$ cat src/mesf_pkg.sv
// Package: constants for the metering event status flag word
package mesf_pkg;
  // ----------------------------------------------------------------
  // Register map
  // ----------------------------------------------------------------
  localparam logic [15:0] EVENT_FLAG_WORD_ONE_ADDR = 16'h0403; // Flag word address
  localparam logic [31:0] EVENT_FLAG_WORD_ONE_RST = 32'h0000_0000; // Reset value
  // ----------------------------------------------------------------
  // Field positions
  // ----------------------------------------------------------------
  localparam int CHK_DONE_BIT = 27;
  localparam int CHK_CHG_BIT = 26;
  localparam int DIP_LSB = 23; // Phases A..C at 23..25
  localparam int SURGE_LSB = 20; // Phases A..C at 20..22
  localparam int RSVD_BIT = 19;
  localparam int SEQ_ERR_BIT = 18;
  localparam int OVC_BIT = 17;
  localparam int RST_DONE_BIT = 16;
  localparam int ICROSS_LSB = 13; // Phases A..C at 13..15
  localparam int COMB_BIT = 12;
  localparam int VCROSS_LSB = 9; // Phases A..C at 9..11
  localparam int TMO_LSB = 6; // Phases A..C at 6..8
  localparam int NOLOAD_BIT = 5;
  localparam int FLAG_LSB = 5;
  localparam int FLAG_MSB = 27;
  localparam int NUM_FLAGS = FLAG_MSB - FLAG_LSB + 1;
  // Mask of implemented sticky bits; bit 19 is reserved
  localparam logic [31:0] FLAG_MASK = 32'h0ff7_ffe0;
  // ----------------------------------------------------------------
  // Checksum engine
  // ----------------------------------------------------------------
  localparam int CHK_CYCLES = 32; // Cycles one checksum pass takes
  typedef enum logic [1:0] {
    MESF_CHK_IDLE = 2'b00,
    MESF_CHK_RUN = 2'b01,
    MESF_CHK_DONE = 2'b10
  } mesf_chk_state_e;
endpackage

$ cat src/mesf_sticky.sv
// Module: one sticky event flag with write-one-to-clear
`timescale 1ns/1ps
module mesf_sticky (
  // Clock and reset
  input wire logic i_core_clk,
  input wire logic i_rst,
  // Event and clear
  input wire logic i_set,
  input wire logic i_clr,
  // Flag
  output logic o_flag
);
  // Set wins over a clear landing in the same cycle
  always_ff @(posedge i_core_clk) begin
    if (i_rst) begin
      o_flag <= 1'b0;
    end else if (i_set) begin
      o_flag <= 1'b1;
    end else if (i_clr) begin
      o_flag <= 1'b0;
    end
  end
endmodule

$ cat src/mesf_top.sv
// Module: event flag word one with checksum sequencer and register access
`timescale 1ns/1ps
module mesf_top
  import mesf_pkg::*;
#(
  parameter int CHK_LEN = CHK_CYCLES // Checksum pass length in cycles
) (
  // Clock and reset
  input wire logic i_core_clk,
  input wire logic i_rst,
  // Register access from the serial port
  input wire logic i_reg_wr,
  input wire logic i_reg_rd,
  input wire logic [15:0] i_reg_addr,
  input wire logic [31:0] i_reg_wdata,
  output logic [31:0] o_reg_rdata,
  output logic o_reg_rvalid,
  // Checksum control and data
  input wire logic i_force_checksum, // Force-update bit written
  input wire logic i_cfg_changed, // A covered register changed value
  input wire logic [31:0] i_checksum_value, // Running checksum of covered set
  output logic [31:0] o_checksum_result_register,
  output logic o_checksum_busy,
  // Power quality events, index 0 = phase A
  input wire logic [2:0] i_dip_edge,
  input wire logic [2:0] i_surge_edge,
  input wire logic i_seq_err,
  input wire logic [2:0] i_overcurrent,
  input wire logic i_powerup_done,
  input wire logic [2:0] i_current_cross,
  input wire logic i_comb_cross,
  input wire logic [2:0] i_voltage_cross,
  input wire logic [2:0] i_cross_timeout,
  input wire logic [2:0] i_noload_edge,
  // Phase detail registers
  output logic [2:0] o_overcurrent_phase_register,
  output logic [2:0] o_noload_phase_register,
  // Live flag word
  output logic [31:0] o_event_flag_word_one
);
  // ----------------------------------------------------------------
  // Parameter checks
  // ----------------------------------------------------------------
  if (CHK_LEN < 1 || CHK_LEN > 65535) begin : g_bad_len
    $error("CHK_LEN out of range");
  end

  // ----------------------------------------------------------------
  // Checksum sequencer
  // ----------------------------------------------------------------
  mesf_chk_state_e chk_state_ff; // Sequencer state
  logic [15:0] chk_cnt_ff; // Cycles remaining in pass
  logic chk_done_pulse; // One cycle at pass end
  logic chk_chg_pulse; // Checksum moved after a change

  // Force starts a pass; a force while busy is ignored
  always_ff @(posedge i_core_clk) begin
    if (i_rst) begin
      chk_state_ff <= MESF_CHK_IDLE;
      chk_cnt_ff <= 16'h0000;
    end else begin
      case (chk_state_ff)
        MESF_CHK_IDLE: begin
          if (i_force_checksum) begin
            chk_state_ff <= MESF_CHK_RUN;
            chk_cnt_ff <= 16'(CHK_LEN - 1);
          end
        end
        MESF_CHK_RUN: begin
          if (chk_cnt_ff == 16'h0000) begin
            chk_state_ff <= MESF_CHK_DONE;
          end else begin
            chk_cnt_ff <= chk_cnt_ff - 16'h0001;
          end
        end
        MESF_CHK_DONE: begin
          chk_state_ff <= MESF_CHK_IDLE;
        end
        default: begin
          chk_state_ff <= MESF_CHK_IDLE;
        end
      endcase
    end
  end

  assign chk_done_pulse = (chk_state_ff == MESF_CHK_DONE);

  // Change flag only when the stored result really differs
  assign chk_chg_pulse = i_cfg_changed && (i_checksum_value != o_checksum_result_register);

  // Result register follows a forced pass or a change
  always_ff @(posedge i_core_clk) begin
    if (i_rst) begin
      o_checksum_result_register <= 32'h0000_0000;
    end else if (chk_done_pulse || chk_chg_pulse) begin
      o_checksum_result_register <= i_checksum_value;
    end
  end

  // Busy mirrors the sequencer for the host side
  always_ff @(posedge i_core_clk) begin
    if (i_rst) begin
      o_checksum_busy <= 1'b0;
    end else begin
      o_checksum_busy <= (chk_state_ff == MESF_CHK_RUN) ||
                         (chk_state_ff == MESF_CHK_IDLE && i_force_checksum);
    end
  end

  // ----------------------------------------------------------------
  // Phase detail registers
  // ----------------------------------------------------------------
  logic wr_hit; // Write addressed to flag word

  // Decoded once here; the phase registers and the flag cells both need it
  assign wr_hit = i_reg_wr && (i_reg_addr == EVENT_FLAG_WORD_ONE_ADDR);

  // Phases accumulate until the matching flag is cleared
  always_ff @(posedge i_core_clk) begin
    if (i_rst) begin
      o_overcurrent_phase_register <= 3'h0;
    end else if (wr_hit && i_reg_wdata[OVC_BIT]) begin
      o_overcurrent_phase_register <= i_overcurrent;
    end else begin
      o_overcurrent_phase_register <= o_overcurrent_phase_register | i_overcurrent;
    end
  end

  always_ff @(posedge i_core_clk) begin
    if (i_rst) begin
      o_noload_phase_register <= 3'h0;
    end else if (wr_hit && i_reg_wdata[NOLOAD_BIT]) begin
      o_noload_phase_register <= i_noload_edge;
    end else begin
      o_noload_phase_register <= o_noload_phase_register | i_noload_edge;
    end
  end

  // ----------------------------------------------------------------
  // Sticky flags
  // ----------------------------------------------------------------
  logic [31:0] set_vec; // Event per bit position
  logic [31:0] flags; // Sticky flag outputs

  // Map events onto bit positions
  always_comb begin
    set_vec = 32'h0000_0000;
    set_vec[CHK_DONE_BIT] = chk_done_pulse;
    set_vec[CHK_CHG_BIT] = chk_chg_pulse;
    set_vec[DIP_LSB +: 3] = i_dip_edge;
    set_vec[SURGE_LSB +: 3] = i_surge_edge;
    set_vec[SEQ_ERR_BIT] = i_seq_err;
    set_vec[OVC_BIT] = |i_overcurrent;
    set_vec[RST_DONE_BIT] = i_powerup_done;
    set_vec[ICROSS_LSB +: 3] = i_current_cross;
    set_vec[COMB_BIT] = i_comb_cross;
    set_vec[VCROSS_LSB +: 3] = i_voltage_cross;
    set_vec[TMO_LSB +: 3] = i_cross_timeout;
    set_vec[NOLOAD_BIT] = |i_noload_edge;
  end

  // One sticky cell per implemented bit; the rest stay zero
  genvar gi;
  for (gi = 0; gi < 32; gi++) begin : g_flag
    if (FLAG_MASK[gi]) begin : g_cell
      mesf_sticky u_cell (
        .i_core_clk(i_core_clk),
        .i_rst(i_rst),
        .i_set(set_vec[gi]),
        .i_clr(wr_hit && i_reg_wdata[gi]),
        .o_flag(flags[gi])
      );
    end else begin : g_zero
      assign flags[gi] = 1'b0;
    end
  end

  // Live word registered so the output is a flop
  always_ff @(posedge i_core_clk) begin
    if (i_rst) begin
      o_event_flag_word_one <= EVENT_FLAG_WORD_ONE_RST;
    end else begin
      o_event_flag_word_one <= flags & FLAG_MASK;
    end
  end

  // ----------------------------------------------------------------
  // Read port
  // ----------------------------------------------------------------
  // Unmapped addresses read zero; data one cycle after the strobe
  always_ff @(posedge i_core_clk) begin
    if (i_rst) begin
      o_reg_rdata <= 32'h0000_0000;
      o_reg_rvalid <= 1'b0;
    end else begin
      o_reg_rvalid <= i_reg_rd;
      if (i_reg_rd && i_reg_addr == EVENT_FLAG_WORD_ONE_ADDR) begin
        o_reg_rdata <= flags & FLAG_MASK;
      end else begin
        o_reg_rdata <= 32'h0000_0000;
      end
    end
  end
endmodule

$ cat config.mk
export PLATFORM = sky130hd
export DESIGN_NAME = mesf_top
export DESIGN_NICKNAME = d
export VERILOG_FILES = /design/src/mesf_pkg.sv /design/src/mesf_sticky.sv /design/src/mesf_top.sv
export SDC_FILE = /design/constraint.sdc
export NUM_CORES = 1
export LEC_CHECK = 0
export BUFFER_PORTS_ARGS = -buffer_cell sky130_fd_sc_hd__buf_2
export CORE_MARGIN = 4
export CORE_UTILIZATION = 54
export CTS_CLUSTER_SIZE = 14
export DETAILED_ROUTE_END_ITERATION = 7
export PLACE_DENSITY = 0.86
export SLEW_MARGIN = 20
export SYNTH_ARGS = -nofsm -noshare
export SYNTH_HDL_FRONTEND = slang
export SYNTH_SLANG_ARGS = --single-unit
$ cat constraint.sdc
create_clock -name i_core_clk -period 3.8 [get_ports i_core_clk]
set_input_delay 0.95 -clock i_core_clk [delete_from_list [all_inputs] [get_ports i_core_clk]]
set_output_delay 0.95 -clock i_core_clk [all_outputs]
set_load 0.05 [all_outputs]
==> impl_metrics.tcl <==
set metrics [dict create \
    synth.distinct_cells 43 \
    layout_common_cells "buf_2 (181), dfxtp_1 (124), nand3_1 (86), nor2_1 (37), o2111ai_1 (36)" \
    grt_overflow 0 \
    cp_slowest_cell "clkinv_2" \
    syn2layout_area_growth_pct 24.2 \
    drive_above_1_share_pct 28.0 \
    viasPerCell 5.98 \
    power.leakage_nw 3.23 \
    wl_mm 17.2 \
    status "completed" \
    clk_pin_slew_ps 60 \
    path_max_fanout 70 \
    crit_buf_inv 2 \
    worst_slew_pin_slew_ps 970 \
    ff_latch_area_um2 2480 \
    timing_worst_setup_path_type "primary input to register" \
    timing.setup.tns_ps 0 \
    postSynthCellCount 665 \
    critical_path.top_delay_family "buffers and inverters" \
    cts_resized 0 \
    whs_endpoint "g_flag[26].g_cell.u_cell.o_flag$_SDFFE_PP0P_" \
    crit_chain "buf_4 > clkinv_2 > a31oi_1 > nand3_1" \
    track_usage_pct 26.5 \
    max-clock-path-buffers 2 \
    syn_area_um2 5840 \
    synth_edf_count 0 \
    mostFrequentLayoutCell "buf_2" \
    die_w_um 112 \
    antenna_cells 0 \
    stdcell_count 960 \
    place_congestion 0.894 \
    htree_levels 4 \
    numCtsBuffers 17 \
    powerDensity_nw_per_um2 497 \
    grt_pass1_vias 5491 \
    portBuffers 183 \
    synth-seq-cells 124 \
    drc 0 \
    rows 37 \
    antenna_found_initial 0 \
    finalCritPeriodShare_pct 66.0 \
    ys.flop_type "dfxtp_1" \
    required_ps 4200 \
    relSlewSlack_pct 35.3 \
    hold_depth 2 \
    endpoint_kind "register" \
    highest_layer "met4" \
    async_reset_ff_share_pct 0 \
    fin_nets 922 \
    setup_viol 0 \
    final_util_pct 69.6 \
    cap_violations 0 \
    initialDrtViolationCount 442 \
    num_vias 5745 \
    coreArea_um2 10400 \
    placed_cells 928 \
    clockRootBuffer "clkbuf_8" \
    start_util_pct 56.0 \
    wl_met1_mm 6.65 \
    syn_avg_cell_area_um2 8.78 \
    multi_input_area_um2 3020 \
    ant_nets 0 \
    fmax_ghz 0.398 \
    min-delay-start "g_flag[26].g_cell.u_cell.o_flag$_SDFFE_PP0P_" \
    hold_buffers 0 \
    fillers 795 \
    reg2reg_from "chk_cnt_ff[0]$_SDFFE_PP0P_" \
    clock_latency_ps 520 \
    fin_crit_ps 2510 \
    min_path_type "register to register" \
    ys_seq_area_share_pct 42.5 \
    cts_tree "done" \
    grt_pass1_wl_mm 27.6 \
    final_area_um2 7250 \
    dr.pass1.iters 5 \
    cts_sinks 124 \
    regToRegSetupSlack_ps 1390 \
    die_h_um 112 \
    ys_warn_count 0 \
    die_area_um2 12500 \
    clock_skew_ps 6.85 \
    dr_wl_met3_mm 1.46 \
    grt_max_degree 86 \
    ir_worst_vdd_v 0.000319 \
    cp-start-kind "primary input" \
    timing.rr.end "chk_cnt_ff[4]$_SDFFE_PP0P_" \
    final-hold-violation-count 0 \
    cpPeakStageDelay_ps 860 \
    drv_slew 0 \
    hold_slack_ps 471 \
    placed_area_um2 6690 \
    routed-wl-met2_mm 8.73 \
    post_cts_buffers 0 \
    rsz0062_at_grt "false" \
    dp.final_hpwl_mm 11.7 \
    wl_per_cell_um 17.9 \
    arrival_ps 2910 \
    io_pins 214 \
    r2r_cells 7 \
]
==> worst min-delay path, stage by stage (launching register included) <==
cell     delay (ps)
dfxtp_1         310
nand2_1          60
a21oi_1          50
==> cells in the mapped netlist (all sizes together) (2+ instances only) <==
library cell	n	share of area [%]
nor3	5	0.62
clkbuf	63	4.1
a2111oi	3	0.47
nand4	3	0.32
or3	13	1.4
buf	23	2.8
nor2	37	2.4
nand2	12	0.77
a31oi	33	3.5
inv	3	0.19
nor4	11	1.2
or4	2	0.32
nand3	86	7.4
xor2	33	5.0
nor2b	24	2.6
o2111ai	36	5.4
nor3b	33	4.3
o31ai	5	0.64
and4	3	0.45
dfxtp	124	43
a211oi	4	0.51
o21ai	4	0.34
nor4b	35	5.3
and3	23	2.5
mux2i	5	0.86
a21oi	31	2.7
==> power breakdown <==
part / internal [mW] / leakage [nW] / switching, mW / total [mW]
clock network: 0.882 / 0.275 / 0.636 / 1.52
registers: 1.38 / 1.02 / 0.0640 / 1.44
logic: 0.200 / 1.93 / 0.444 / 0.643
==> how the worst max path moves through the flow <==
| stage | startpoint | end | slack (ps) | cells past startpoint |
|---|---|---|---|---|
| floorplan | i_reg_addr[13] | g_flag[17].g_cell.u_cell.o_flag$_SDFFE_PP0P_ | 1470 | 6 |
| global placement | i_checksum_value[26] | g_flag[26].g_cell.u_cell.o_flag$_SDFFE_PP0P_ | 870 | 7 |
| detailed placement | i_reg_addr[2] | g_flag[5].g_cell.u_cell.o_flag$_SDFFE_PP0P_ | 740 | 6 |
| CTS | i_reg_addr[2] | g_flag[5].g_cell.u_cell.o_flag$_SDFFE_PP0P_ | 1290 | 6 |
| global route | i_reg_addr[2] | g_flag[5].g_cell.u_cell.o_flag$_SDFFE_PP0P_ | 1040 | 6 |
| finish | i_rst | o_checksum_result_register[3]$_SDFFE_PP0P_ | 1290 | 4 |
==> per-stage QoR <==
| step | total power, mW | setup WS (ps) |
|---|---|---|
| CTS | 3.61 | 1290 |
| detailed placement | 2.10 | 740 |
| global route | 3.74 | 1040 |
| finish | 3.60 | 1290 |
| global placement | 2.07 | 867 |
| floorplan | 1.94 | 1470 |
==> sequential cells by signal (all words and copies together) (netlist names) <==
signal	count
o_checksum_result_register	32
g_flag.g_cell.u_cell.o_flag	22
o_event_flag_word_one	22
o_reg_rdata	22
chk_cnt_ff	16
o_noload_phase_register	3
o_overcurrent_phase_register	3
chk_state_ff	2
o_checksum_busy	1
o_reg_rvalid	1
==> metal layers <==
| layer | track usage (%) | vias to the layer above |
|---|---|---|
| li1 | - | 2742 |
| met1 | 31.4 | 2703 |
| met2 | 45.8 | 271 |
| met3 | 8.53 | 29 |
| met4 | 8.25 | 0 |
| met5 | 0 | - |
==> logic make-up (layout without fill, tap and decap cells) <==
family                   Yosys count  in the layout  synth area share [%]
XOR/XNOR                          33             33                  4.95
buffers and inverters             89            229                  7.01
multiplexers                       5              5                 0.858
AND/OR/NAND/NOR                  292            292                  30.1
other                              1             20                0.0643
AO/OA/AOI/OAI                    120            120                  14.2
adder cells (fa/ha/maj)            1              1                 0.214
flip-flops                       124            124                  42.5
==> layout make-up <==
| cell class | count | share of cell area [%] |
|---|---|---|
| Sequential cell | 124 | 34.3 |
| Inverter | 3 | 0.173 |
| Clock buffer | 18 | 5.77 |
| Tap cell | 136 | 2.35 |
| Timing Repair Buffer | 194 | 13.8 |
| Clock inverter | 14 | 1.88 |
| Multi-Input combinational cell | 471 | 41.7 |
(Power assumes the default switching activity.)
